### src/pkg/tcpob_pkg.sv
// tcpob_pkg: offsets, field positions, reset values and carrier types of the offload register bank
// assumes byte addresses on an 18-bit word-aligned register port, 32-bit data
package tcpob_pkg;

	localparam int ADDR_W = 18;
	localparam int DATA_W = 32;
	localparam int BE_W   = 4;

	// register byte offsets
	localparam logic [ADDR_W-1:0] OFF_ENGINE_RESET_CTRL   = 18'h00000;
	localparam logic [ADDR_W-1:0] OFF_ENGINE_OP_MODE      = 18'h00004;
	localparam logic [ADDR_W-1:0] OFF_LOCAL_MAC_LOW       = 18'h00008;
	localparam logic [ADDR_W-1:0] OFF_LOCAL_MAC_HIGH      = 18'h0000c;
	localparam logic [ADDR_W-1:0] OFF_REMOTE_MAC_IN_LOW   = 18'h00010;
	localparam logic [ADDR_W-1:0] OFF_REMOTE_MAC_IN_HIGH  = 18'h00014;
	localparam logic [ADDR_W-1:0] OFF_LOCAL_IP            = 18'h00018;
	localparam logic [ADDR_W-1:0] OFF_REMOTE_IP           = 18'h0001c;
	localparam logic [ADDR_W-1:0] OFF_TIMEOUT_VALUE       = 18'h00020;
	localparam logic [ADDR_W-1:0] OFF_IRQ_FLAG_CLEAR      = 18'h00024;
	localparam logic [ADDR_W-1:0] OFF_TCP_COMMAND         = 18'h00030;
	localparam logic [ADDR_W-1:0] OFF_LOCAL_PORT          = 18'h00034;
	localparam logic [ADDR_W-1:0] OFF_REMOTE_PORT         = 18'h00038;
	localparam logic [ADDR_W-1:0] OFF_ENGINE_VERSION      = 18'h00040;
	localparam logic [ADDR_W-1:0] OFF_ENGINE_STATUS       = 18'h00044;
	localparam logic [ADDR_W-1:0] OFF_INTERRUPT_CAUSE     = 18'h00048;
	localparam logic [ADDR_W-1:0] OFF_LEARNED_MAC_LOW     = 18'h0004c;
	localparam logic [ADDR_W-1:0] OFF_LEARNED_MAC_HIGH    = 18'h00050;
	localparam logic [ADDR_W-1:0] OFF_MAC_VERSION         = 18'h00060;
	localparam logic [ADDR_W-1:0] OFF_MAC_LINK_STATUS     = 18'h00064;

	// field positions
	localparam int RST_N_BIT      = 0;
	localparam int ARP_EN_BIT     = 16;
	localparam int MODE_LSB       = 0;
	localparam int MODE_W         = 2;
	localparam int CLR_BIT        = 0;
	localparam int CMD_LSB        = 0;
	localparam int CMD_W          = 2;
	localparam int PORT_W         = 16;
	localparam int MAC_HI_W       = 16;
	localparam int STS_STATE_LSB  = 16;
	localparam int STS_STATE_W    = 5;
	localparam int STS_IRQ_BIT    = 2;
	localparam int STS_CONN_BIT   = 1;
	localparam int STS_INIT_BIT   = 0;
	localparam int LINK_BIT       = 0;

	// reset value of the engine reset bit: engine held in reset until software releases it
	localparam logic RST_N_RESET  = 1'b0;

	typedef struct packed {
		logic                  wr_en;
		logic                  rd_req;
		logic [ADDR_W-1:0]     addr;
		logic [DATA_W-1:0]     wr_data;
		logic [BE_W-1:0]       wr_byte_en;
	} tcpob_req_t;

	typedef struct packed {
		logic                  engine_reset_n;
		logic                  arp_icmp_reply_en;
		logic [MODE_W-1:0]     remote_mac_resolve_mode;
		logic [47:0]           local_mac_addr;
		logic [47:0]           remote_mac_addr_in;
		logic [31:0]           local_ip_addr;
		logic [31:0]           remote_ip_addr;
		logic [31:0]           timeout_value;
		logic [CMD_W-1:0]      tcp_command;
		logic [PORT_W-1:0]     local_tcp_port;
		logic [PORT_W-1:0]     remote_tcp_port;
	} tcpob_cfg_t;

	typedef struct packed {
		logic [31:0]           engine_version;
		logic [STS_STATE_W-1:0] engine_state_code;
		logic                  engine_irq;
		logic                  connection_open;
		logic                  init_complete;
		logic [31:0]           irq_cause_vector;
		logic [47:0]           learned_remote_mac;
		logic [31:0]           mac_version;
		logic                  mac_link_up;
	} tcpob_stat_t;

	// word match of a byte address against a register offset
	function automatic logic tcpob_hit(input logic [ADDR_W-1:0] a, input logic [ADDR_W-1:0] off);
		tcpob_hit = (a[ADDR_W-1:2] == off[ADDR_W-1:2]);
	endfunction : tcpob_hit

	// byte-lane merge of a write into an old value
	function automatic logic [DATA_W-1:0] tcpob_merge(input logic [DATA_W-1:0] old,
		input logic [DATA_W-1:0] wd, input logic [BE_W-1:0] be);
		logic [DATA_W-1:0] r;
		r = old;
		for (int i = 0; i < BE_W; i++) begin
			if (be[i]) begin
				r[i*8 +: 8] = wd[i*8 +: 8];
			end
		end
		tcpob_merge = r;
	endfunction : tcpob_merge

endpackage : tcpob_pkg
### src/design/tcpob_bank.sv
// tcpob_bank: register bank that configures, commands and monitors the tcp offload engine
// assumes a bus-to-register converter on ref_clk issuing write strobes and read requests
// Functional notes
// - offset 0x00 bit0 drives engine reset_n
// - offset 0x04 gives arp enable, mac mode
// - local mac from 0x08 low, 0x0c high
// - remote mac from 0x10 low, 0x14 high
// - local ip 0x18, remote ip 0x1c
// - offset 0x20 sets engine timeout value
// - 0x24 bit0 one clears sticky irq flag
// - 0x30 bits 1:0 drive tcp command
// - ports from 0x34 and 0x38 low halves
// - engine irq sets sticky status bit two
// - status gives state, open and init flags
// - 0x48 returns full interrupt cause vector
// - learned remote mac at 0x4c, 0x50
// - engine version 0x40, mac version 0x60
// - 0x64 bit0 shows mac link up
// - every write to a config register performed, every read answered
`timescale 1ns/1ps
module tcpob_bank (
	input  wire logic                         ref_clk,
	input  wire logic                         srst,
	input  wire tcpob_pkg::tcpob_req_t        req,
	output logic                              rd_valid,
	output logic      [tcpob_pkg::DATA_W-1:0] rd_data,
	output tcpob_pkg::tcpob_cfg_t             cfg,
	input  wire tcpob_pkg::tcpob_stat_t       stat_async
);
	import tcpob_pkg::*;

	typedef struct packed {
		tcpob_cfg_t           cfg;
		logic                 irq_flag;
		logic                 rd_req;
		logic [ADDR_W-1:0]    rd_addr;
		logic                 rd_valid;
		logic [DATA_W-1:0]    rd_data;
	} tcpob_bank_st_t;

	tcpob_bank_st_t st_q;
	tcpob_bank_st_t st_d;
	tcpob_stat_t    stat;
	logic [DATA_W-1:0] mux_data;
	logic              wr;
	logic [DATA_W-1:0] wd;
	logic [BE_W-1:0]   be;
	logic [DATA_W-1:0] tmp;

	// status crosses from engine and mac clocks
	tcpob_sync #(
		.W ($bits(tcpob_stat_t))
	) u_sync (
		.ref_clk (ref_clk),
		.srst    (srst),
		.din     (stat_async),
		.dout    (stat)
	);

	tcpob_rdmux u_rdmux (
		.addr     (st_q.rd_addr),
		.stat     (stat),
		.irq_flag (st_q.irq_flag),
		.rd_data  (mux_data)
	);

	assign wr = req.wr_en;
	assign wd = req.wr_data;
	assign be = req.wr_byte_en;

	always_comb begin
		st_d = st_q;
		tmp  = '0;

		// read pipeline, answer two cycles on
		st_d.rd_req   = req.rd_req;
		st_d.rd_valid = st_q.rd_req;
		if (req.rd_req) begin
			st_d.rd_addr = req.addr;
		end
		st_d.rd_data = st_q.rd_req ? mux_data : '0;

		if (wr && tcpob_hit(req.addr, OFF_ENGINE_RESET_CTRL)) begin
			tmp = tcpob_merge({31'h0, st_q.cfg.engine_reset_n}, wd, be);
			st_d.cfg.engine_reset_n = tmp[RST_N_BIT];
		end

		if (wr && tcpob_hit(req.addr, OFF_ENGINE_OP_MODE)) begin
			tmp = '0;
			tmp[ARP_EN_BIT] = st_q.cfg.arp_icmp_reply_en;
			tmp[MODE_LSB +: MODE_W] = st_q.cfg.remote_mac_resolve_mode;
			tmp = tcpob_merge(tmp, wd, be);
			st_d.cfg.arp_icmp_reply_en = tmp[ARP_EN_BIT];
			st_d.cfg.remote_mac_resolve_mode = tmp[MODE_LSB +: MODE_W];
		end

		if (wr && tcpob_hit(req.addr, OFF_LOCAL_MAC_LOW)) begin
			st_d.cfg.local_mac_addr[31:0] = tcpob_merge(st_q.cfg.local_mac_addr[31:0], wd, be);
		end
		if (wr && tcpob_hit(req.addr, OFF_LOCAL_MAC_HIGH)) begin
			tmp = tcpob_merge({16'h0, st_q.cfg.local_mac_addr[47:32]}, wd, be);
			st_d.cfg.local_mac_addr[47:32] = tmp[MAC_HI_W-1:0];
		end

		if (wr && tcpob_hit(req.addr, OFF_REMOTE_MAC_IN_LOW)) begin
			st_d.cfg.remote_mac_addr_in[31:0] = tcpob_merge(st_q.cfg.remote_mac_addr_in[31:0], wd, be);
		end
		if (wr && tcpob_hit(req.addr, OFF_REMOTE_MAC_IN_HIGH)) begin
			tmp = tcpob_merge({16'h0, st_q.cfg.remote_mac_addr_in[47:32]}, wd, be);
			st_d.cfg.remote_mac_addr_in[47:32] = tmp[MAC_HI_W-1:0];
		end

		if (wr && tcpob_hit(req.addr, OFF_LOCAL_IP)) begin
			st_d.cfg.local_ip_addr = tcpob_merge(st_q.cfg.local_ip_addr, wd, be);
		end
		if (wr && tcpob_hit(req.addr, OFF_REMOTE_IP)) begin
			st_d.cfg.remote_ip_addr = tcpob_merge(st_q.cfg.remote_ip_addr, wd, be);
		end

		if (wr && tcpob_hit(req.addr, OFF_TIMEOUT_VALUE)) begin
			st_d.cfg.timeout_value = tcpob_merge(st_q.cfg.timeout_value, wd, be);
		end

		if (wr && tcpob_hit(req.addr, OFF_TCP_COMMAND)) begin
			tmp = tcpob_merge({30'h0, st_q.cfg.tcp_command}, wd, be);
			st_d.cfg.tcp_command = tmp[CMD_LSB +: CMD_W];
		end

		if (wr && tcpob_hit(req.addr, OFF_LOCAL_PORT)) begin
			tmp = tcpob_merge({16'h0, st_q.cfg.local_tcp_port}, wd, be);
			st_d.cfg.local_tcp_port = tmp[PORT_W-1:0];
		end
		if (wr && tcpob_hit(req.addr, OFF_REMOTE_PORT)) begin
			tmp = tcpob_merge({16'h0, st_q.cfg.remote_tcp_port}, wd, be);
			st_d.cfg.remote_tcp_port = tmp[PORT_W-1:0];
		end

		if (wr && tcpob_hit(req.addr, OFF_IRQ_FLAG_CLEAR) && be[0] && wd[CLR_BIT]) begin
			st_d.irq_flag = 1'b0;
		end
		// set after clear, so set wins
		// level set: while irq is held, a clear in the same cycle loses and the flag stays set
		if (stat.engine_irq) begin
			st_d.irq_flag = 1'b1;
		end
	end

	always_ff @(posedge ref_clk) begin
		if (srst) begin
			st_q <= '0;
			st_q.cfg.engine_reset_n <= RST_N_RESET;
		end else begin
			st_q <= st_d;
		end
	end

	assign rd_valid = st_q.rd_valid;
	assign rd_data  = st_q.rd_data;
	assign cfg      = st_q.cfg;

endmodule : tcpob_bank

### src/design/tcpob_rdmux.sv
// tcpob_rdmux: read data selection for the readable registers
// assumes status already synchronised; result is registered by the caller
`timescale 1ns/1ps
module tcpob_rdmux (
	input  wire logic [tcpob_pkg::ADDR_W-1:0] addr,
	input  wire tcpob_pkg::tcpob_stat_t       stat,
	input  wire logic                         irq_flag,
	output logic      [tcpob_pkg::DATA_W-1:0] rd_data
);
	import tcpob_pkg::*;

	always_comb begin
		rd_data = '0;
		if (tcpob_hit(addr, OFF_ENGINE_VERSION)) begin
			rd_data = stat.engine_version;
		end
		if (tcpob_hit(addr, OFF_ENGINE_STATUS)) begin
			rd_data[STS_STATE_LSB +: STS_STATE_W] = stat.engine_state_code;
			rd_data[STS_CONN_BIT] = stat.connection_open;
			rd_data[STS_INIT_BIT] = stat.init_complete;
			rd_data[STS_IRQ_BIT] = irq_flag;
		end
		if (tcpob_hit(addr, OFF_INTERRUPT_CAUSE)) begin
			rd_data = stat.irq_cause_vector;
		end
		if (tcpob_hit(addr, OFF_LEARNED_MAC_LOW)) begin
			rd_data = stat.learned_remote_mac[31:0];
		end
		if (tcpob_hit(addr, OFF_LEARNED_MAC_HIGH)) begin
			rd_data[MAC_HI_W-1:0] = stat.learned_remote_mac[47:32];
		end
		if (tcpob_hit(addr, OFF_MAC_VERSION)) begin
			rd_data = stat.mac_version;
		end
		if (tcpob_hit(addr, OFF_MAC_LINK_STATUS)) begin
			rd_data[LINK_BIT] = stat.mac_link_up;
		end
	end

endmodule : tcpob_rdmux

### src/design/tcpob_sync.sv
// tcpob_sync: three-stage synchroniser for engine and mac status
// assumes inputs are quasi-static words or levels from foreign clocks
`timescale 1ns/1ps
module tcpob_sync #(
	parameter int W = 8
) (
	input  wire logic         ref_clk,
	input  wire logic         srst,
	input  wire logic [W-1:0] din,
	output logic      [W-1:0] dout
);
	import tcpob_pkg::*;

	typedef struct packed {
		logic [W-1:0] s1;
		logic [W-1:0] s2;
		logic [W-1:0] s3;
		logic [W-1:0] o;
	} tcpob_sync_st_t;

	tcpob_sync_st_t st_q;
	tcpob_sync_st_t st_d;

	// per bit: a change is taken only once stages two and three agree
	// limitation: multi-bit words may show a mix of old and new bits for a few cycles
	always_comb begin
		st_d    = st_q;
		st_d.s1 = din;
		st_d.s2 = st_q.s1;
		st_d.s3 = st_q.s2;
		for (int i = 0; i < W; i++) begin
			if (st_q.s2[i] == st_q.s3[i]) begin
				st_d.o[i] = st_q.s3[i];
			end
		end
	end

	always_ff @(posedge ref_clk) begin
		if (srst) begin
			st_q <= '0;
		end else begin
			st_q <= st_d;
		end
	end

	assign dout = st_q.o;

endmodule : tcpob_sync

### config.mk
export PLATFORM = sky130hd
export DESIGN_NAME = tcpob_bank
export DESIGN_NICKNAME = d
export VERILOG_FILES = /design/src/pkg/tcpob_pkg.sv /design/src/design/tcpob_bank.sv /design/src/design/tcpob_rdmux.sv /design/src/design/tcpob_sync.sv
export SDC_FILE = /design/constraint.sdc
export NUM_CORES = 1
export LEC_CHECK = 0
export ABC_AREA = 1
export CAP_MARGIN = 25
export CORE_UTILIZATION = 40
export CTS_BUF_LIST = sky130_fd_sc_hd__clkbuf_2
export DETAILED_ROUTE_END_ITERATION = 6
export DONT_BUFFER_PORTS = 1
export PLACE_DENSITY = 0.57
export SLEW_MARGIN = 20
export SYNTH_ARGS = -nofsm -noshare
export SYNTH_HDL_FRONTEND = slang
export SYNTH_SLANG_ARGS = --single-unit
### constraint.sdc
create_clock -name ref_clk -period 2.7 [get_ports ref_clk]
set_clock_uncertainty 0.1 [all_clocks]
set_input_delay 0.135 -clock ref_clk [delete_from_list [all_inputs] [get_ports ref_clk]]
set_output_delay 0.135 -clock ref_clk [all_outputs]
set_load 0.01 [all_outputs]
==> results of run 1 <==
cells in the mapped netlist, drive strengths merged:
cell / n
o2111ai: 1
inv: 795
clkbuf: 110
and3: 1
nand3b: 1
a21oi: 418
nor2: 671
nor4: 1
a22oi: 6
and2: 1
o21ai: 366
o22ai: 3
clkinv: 2
dfxtp: 893
nor3b: 1
nand3: 51
nor3: 9
o31ai: 1
buf: 303
or2: 1
o211ai: 1
nand2: 116
nand4: 7
a211oi: 66
per-stage QoR:
stage	cell area (um^2)	cells
2_1_floorplan	31520	3825
3_3_place_gp	30440	4479
3_5_place_dp	30440	4479
kinds of logic after synthesis:
group | count (synthesis) | synth area share
compound gates | 862 | 0.1435
buf+inv | 1210 | 0.1779
flops | 893 | 0.5672
simple gates | 860 | 0.1115
==> metrics.txt, run 1 <==
# TYPE chip_impl_metric gauge
chip_impl_info{name="status",value="aborted with a tool error"} 1
chip_impl_info{name="exit_stage",value="4_1_cts"} 1
chip_impl_info{name="stop_error",value="[ERROR RSZ-0060] Max buffer count reached."} 1
chip_impl_metric{name="post_synth.cell_area_avg",unit="um^2"} 8.241
chip_impl_metric{name="netlist_instances",unit=""} 3825
chip_impl_metric{name="preCtsSetupSlack",unit="ns"} 0.5226
chip_impl_metric{name="chipWidth",unit="um"} 282.7
chip_impl_metric{name="htree_num_levels",unit=""} 4
chip_impl_metric{name="ys_warn_count",unit=""} 0
chip_impl_metric{name="synth-seq-cells",unit=""} 893
chip_impl_metric{name="routabilityCongestion",unit=""} 0.8142
chip_impl_metric{name="cts_resized",unit=""} 0
chip_impl_metric{name="effective_utilization_at_floorplan",unit=""} 0.4056
chip_impl_metric{name="std_cell_rows",unit=""} 102
chip_impl_info{name="cts_root_buffer",value="sky130_fd_sc_hd__clkbuf_2"} 1
chip_impl_metric{name="seq_total_area_yosys",unit=""} 0.5672
chip_impl_metric{name="synth.top_cell.area_share",unit=""} 0.5672
chip_impl_metric{name="synth_area",unit="um^2"} 31520
chip_impl_metric{name="ports_placed_on_the_boundary",unit=""} 474
chip_impl_info{name="post_synth_main_area_contributors",value="sky130_fd_sc_hd__dfxtp_1 57%, sky130_fd_sc_hd__inv_1 9.4%, sky130_fd_sc_hd__nor2_1 7.9%"} 1
chip_impl_info{name="synth_largest_area_cell",value="sky130_fd_sc_hd__dfxtp_1"} 1
chip_impl_metric{name="numClockSinks",unit=""} 893
chip_impl_metric{name="cts_hold_repair.buffers",unit=""} 970
chip_impl_metric{name="chipHeight",unit="um"} 282.7
chip_impl_metric{name="buffers_inserted_by_post_cts_timing_repair",unit=""} 0
chip_impl_metric{name="max-clock-path-buffers",unit=""} 3
chip_impl_metric{name="syn-num-nets",unit=""} 4036
chip_impl_metric{name="tritoncts.num_buffers",unit=""} 223
chip_impl_metric{name="place.port_buffers",unit=""} 0
chip_impl_metric{name="place_hpwl",unit="um"} 53080
chip_impl_metric{name="yosys.cell_types.count",unit=""} 37
==> run 2, diff against run 1 <==
CORE_UTILIZATION = 25   (was 40)
CTS_BUF_LIST = not set   (was sky130_fd_sc_hd__clkbuf_2)
PLACE_DENSITY = not set   (was 0.57)
PLACE_DENSITY_LB_ADDON = 0.15   (was not set)
==> run 2 against run 1 <==
  * The flow now finishes, with violations (max-slew violations)
  * Synthesized area unchanged
  * Synthesized cell count unchanged
==> metrics.txt, run 2 <==
# TYPE chip_impl_metric gauge
chip_impl_info{name="status",value="finished, violations left"} 1
chip_impl_info{name="violations",value="max-slew violations"} 1
chip_impl_metric{name="finalCoreUtilization",unit=""} 0.3405
chip_impl_metric{name="post-route-drc-count",unit=""} 0
chip_impl_info{name="critical_path.reg2reg.endpoint",value="rd_data[11]"} 1
chip_impl_metric{name="wire_per_inst",unit="um"} 16.39
chip_impl_metric{name="largest_reg_flops",unit=""} 306
chip_impl_metric{name="largest_net_degree_at_the_start_of_global_routing",unit=""} 388
chip_impl_info{name="rsz0062_at_grt",value="no"} 1
chip_impl_metric{name="timing_hold_violations_final",unit=""} 0
chip_impl_metric{name="timing.critical_path.buf_inv",unit=""} 4
chip_impl_metric{name="routabilityCongestion",unit=""} 0.7460
chip_impl_metric{name="effective_utilization_at_floorplan",unit=""} 0.2533
chip_impl_metric{name="final_antenna_net_count",unit=""} 0
chip_impl_info{name="worst_path_max_delay_cell",value="sky130_fd_sc_hd__dlygate4sd3_1"} 1
chip_impl_metric{name="period_needed",unit="ns"} 2.552
chip_impl_metric{name="setup.reg_to_reg.worst_slack",unit="ns"} 0.43
chip_impl_metric{name="chipWidth",unit="um"} 357.1
chip_impl_info{name="mostFrequentLayoutCells",value="893 x sky130_fd_sc_hd__dfxtp_1, 791 x sky130_fd_sc_hd__inv_1, 775 x sky130_fd_sc_hd__dlygate4sd3_1"} 1
chip_impl_metric{name="max-clock-path-buffers",unit=""} 3
chip_impl_metric{name="grt_overflow",unit=""} 0
chip_impl_metric{name="area_growth",unit="%"} 34.43
chip_impl_metric{name="grt_pass1_wl",unit="um"} 146900
chip_impl_metric{name="globalRouteTotalUtil",unit=""} 0.1526
chip_impl_metric{name="ff_latch_area",unit="um^2"} 17880
chip_impl_metric{name="std_cell_rows",unit=""} 129
chip_impl_metric{name="post_synth.cell_area_avg",unit="um^2"} 8.241
chip_impl_metric{name="finalNonFillerCells",unit=""} 6054
chip_impl_metric{name="postLayoutSetupSlackWorst",unit="ns"} 0.1477
chip_impl_info{name="worstSetupEndpointType",value="flop"} 1
chip_impl_metric{name="fillCellCount",unit=""} 12930
chip_impl_metric{name="maxCapViolations",unit=""} 0
chip_impl_metric{name="first_iter_violations",unit=""} 1236
chip_impl_metric{name="drtPass1Iterations",unit=""} 5
chip_impl_info{name="cell_repeated_most_along_the_worst_path",value="sky130_fd_sc_hd__dlygate4sd3_1"} 1
chip_impl_info{name="synth_largest_area_cell",value="sky130_fd_sc_hd__dfxtp_1"} 1
chip_impl_metric{name="count_of_flip_flops_with_a_built_in_enable_after_synthesis",unit=""} 0
chip_impl_metric{name="hold_slack",unit="ns"} 0.08669
chip_impl_info{name="worstPathCellList",value="dlygate4sd3_1 > nor2_1 > nand2_1 > nor2_4 > inv_1 > nor4_4 > nand2_4 > o21ai_1 > dlygate4sd3_1 > nor2_1 > dlygate4sd3_1"} 1
chip_impl_info{name="clock_tree_from_tritoncts",value="built"} 1
chip_impl_info{name="layout.cells.most_common",value="sky130_fd_sc_hd__dfxtp_1"} 1
chip_impl_info{name="hold-path-endpoint",value="cfg[104]"} 1
chip_impl_metric{name="timing_worst_slew_pin_value",unit="ns"} 1.910
chip_impl_metric{name="ys_warn_count",unit=""} 0
chip_impl_info{name="post_synth_main_area_contributors",value="sky130_fd_sc_hd__dfxtp_1 57%, sky130_fd_sc_hd__inv_1 9.4%, sky130_fd_sc_hd__nor2_1 7.9%"} 1
chip_impl_metric{name="period_share",unit=""} 0.9453
chip_impl_info{name="cts_root_buffer",value="sky130_fd_sc_hd__clkbuf_16"} 1
chip_impl_metric{name="leakage",unit="nW"} 17.31
chip_impl_metric{name="critPathArrivalTime",unit="ns"} 3.04
chip_impl_metric{name="drt-vias-per-instance",unit=""} 3.999
chip_impl_metric{name="fmaxAchievable",unit="MHz"} 391.8
chip_impl_info{name="path_class",value="input pin to flop"} 1
chip_impl_metric{name="synth-seq-cells",unit=""} 893
chip_impl_metric{name="final_stage_net_count",unit=""} 4537
chip_impl_metric{name="dpl-instance-area",unit="um^2"} 31260
chip_impl_metric{name="yosys.cell_types.count",unit=""} 37
chip_impl_metric{name="postSynth.asyncResetShare",unit=""} 0
chip_impl_metric{name="dp_cells",unit=""} 5083
chip_impl_metric{name="drive_gt1_frac",unit=""} 0.05195
chip_impl_metric{name="seq_total_area_yosys",unit=""} 0.5672
chip_impl_metric{name="core-area",unit="um^2"} 124400
chip_impl_metric{name="numClockSinks",unit=""} 893
chip_impl_metric{name="setup_total_negative_slack",unit="ns"} 0
chip_impl_info{name="yosysMostFrequentCell",value="sky130_fd_sc_hd__dfxtp_1"} 1
chip_impl_metric{name="min_delay_path_depth",unit=""} 5
chip_impl_info{name="kind_of_start_point_of_the_critical_path",value="input pin"} 1
chip_impl_metric{name="chipHeight",unit="um"} 357.1
chip_impl_metric{name="timing_max_transition_violations_final",unit=""} 239
chip_impl_metric{name="grt_pass1_vias",unit=""} 23700
chip_impl_metric{name="multi_input_comb_area",unit="um^2"} 8049
chip_impl_metric{name="insertion_delay",unit="ns"} 0.71
chip_impl_metric{name="place_hpwl",unit="um"} 63460
chip_impl_metric{name="design_area",unit="um^2"} 42370
chip_impl_metric{name="worst-r2r-cell-count",unit=""} 11
chip_impl_metric{name="syn-num-nets",unit=""} 4036
chip_impl_metric{name="place.port_buffers",unit=""} 0
chip_impl_info{name="synth-main-ff-cell",value="sky130_fd_sc_hd__dfxtp_1"} 1
chip_impl_metric{name="worstPathMaxFanout",unit=""} 16
chip_impl_info{name="regToRegStartpoint",value="st_q[47]"} 1
chip_impl_metric{name="tritoncts.num_buffers",unit=""} 99
chip_impl_metric{name="max_slew_margin",unit=""} -0.2734
chip_impl_metric{name="clkTransAtPathRegs",unit="ns"} 0.06
chip_impl_metric{name="drt_total_wl",unit="um"} 99200
chip_impl_metric{name="setup_violations",unit=""} 0
chip_impl_metric{name="totalPowerFinal",unit="mW"} 28.65
chip_impl_metric{name="worstPathRequired",unit="ns"} 3.19
chip_impl_metric{name="netlist_instances",unit=""} 3825
chip_impl_info{name="worst_hold_path_type",value="input pin to flop"} 1
chip_impl_metric{name="htree_num_levels",unit=""} 3
chip_impl_metric{name="antenna_found_initial",unit=""} 12
chip_impl_metric{name="synth.top_cell.area_share",unit=""} 0.5672
chip_impl_info{name="ys_top_cells_by_count",value="893 x sky130_fd_sc_hd__dfxtp_1, 791 x sky130_fd_sc_hd__inv_1, 663 x sky130_fd_sc_hd__nor2_1"} 1
chip_impl_metric{name="vdd_ir_drop_max",unit="V"} 0.0004224
chip_impl_metric{name="pwr_density_cell",unit="nW/um^2"} 676.2
chip_impl_metric{name="preCtsSetupSlack",unit="ns"} 0.3332
chip_impl_metric{name="critical_path.max_stage_delay",unit="ns"} 0.59
chip_impl_metric{name="floorplan.die_area",unit="um^2"} 127500
chip_impl_info{name="cpLargestDelayFamily",value="buffers and inverters"} 1
chip_impl_metric{name="synth_area",unit="um^2"} 31520
chip_impl_info{name="worstHoldStart",value="req[40]"} 1
chip_impl_metric{name="routed-via-count",unit=""} 24210
chip_impl_metric{name="ports_placed_on_the_boundary",unit=""} 474
-- run 2: cell counts after synthesis --
Identical to the previous run, type by type.
-- run 2: per-layer routing --
layer	wire [um]	global-route usage
met2	47690	0.2666
met5	13	0
met4	2489	0.04923
met1	41920	0.1783
met3	7089	0.04398
-- run 2: final cells by class --
type / instances / share of cell area
diodes: 9 / 0.0005315
clock buffers: 147 / 0.06768
clock inverters: 36 / 0.009626
inverters: 797 / 0.07078
multi-input cells: 1722 / 0.1900
flip-flops and latches: 893 / 0.4219
well taps: 1637 / 0.04834
repair buffers: 813 / 0.1912
-- run 2: cell families after synthesis --
logic type / count (synthesis) / share of synthesized area
AO/OA/AOI/OAI: 862 / 0.1435
buffers and inverters: 1210 / 0.1779
AND/OR/NAND/NOR: 860 / 0.1115
flip-flops: 893 / 0.5672
-- run 2: worst max path at each step --
stage	startpoint	end	slack (ns)	cells after the start
2_1_floorplan	st_q[49]	rd_data[12]	1.12	11
3_3_place_gp	st_q[47]	rd_data[10]	0.38	11
3_5_place_dp	st_q[47]	rd_data[10]	0.33	11
4_1_cts	req[47]	cfg[162]	0.03	11
5_1_grt	req[48]	cfg[164]	0.04	11
6_report	req[48]	cfg[162]	0.15	11
-- run 2: what timing repair did --
item | 4_1_cts | 5_1_grt
resized for setup | 0 | 1
setup endpoints to repair | 0 | 8
setup buffers | 0 | 3
hold endpoints to repair | 774 | 0
hold buffers | 776 | 0
-- run 2: power breakdown --
part / switching, mW / internal, mW / total (mW)
combinational: 0.683 / 0.819 / 1.50
clock: 5.74 / 7.79 / 13.5
sequential: 0.144 / 13.5 / 13.6
total: 6.57 / 22.1 / 28.7
-- run 2: worst reg2reg max path, delay by kind of cell (launching register included) --
family / cells / cell delay, ns
buffers and inverters: 2 / 0.51
AOI/OAI and AO/OA: 2 / 0.32
and+or+nand+nor: 7 / 0.99
DFF: 1 / 0.31
(Power assumes the default switching activity.)
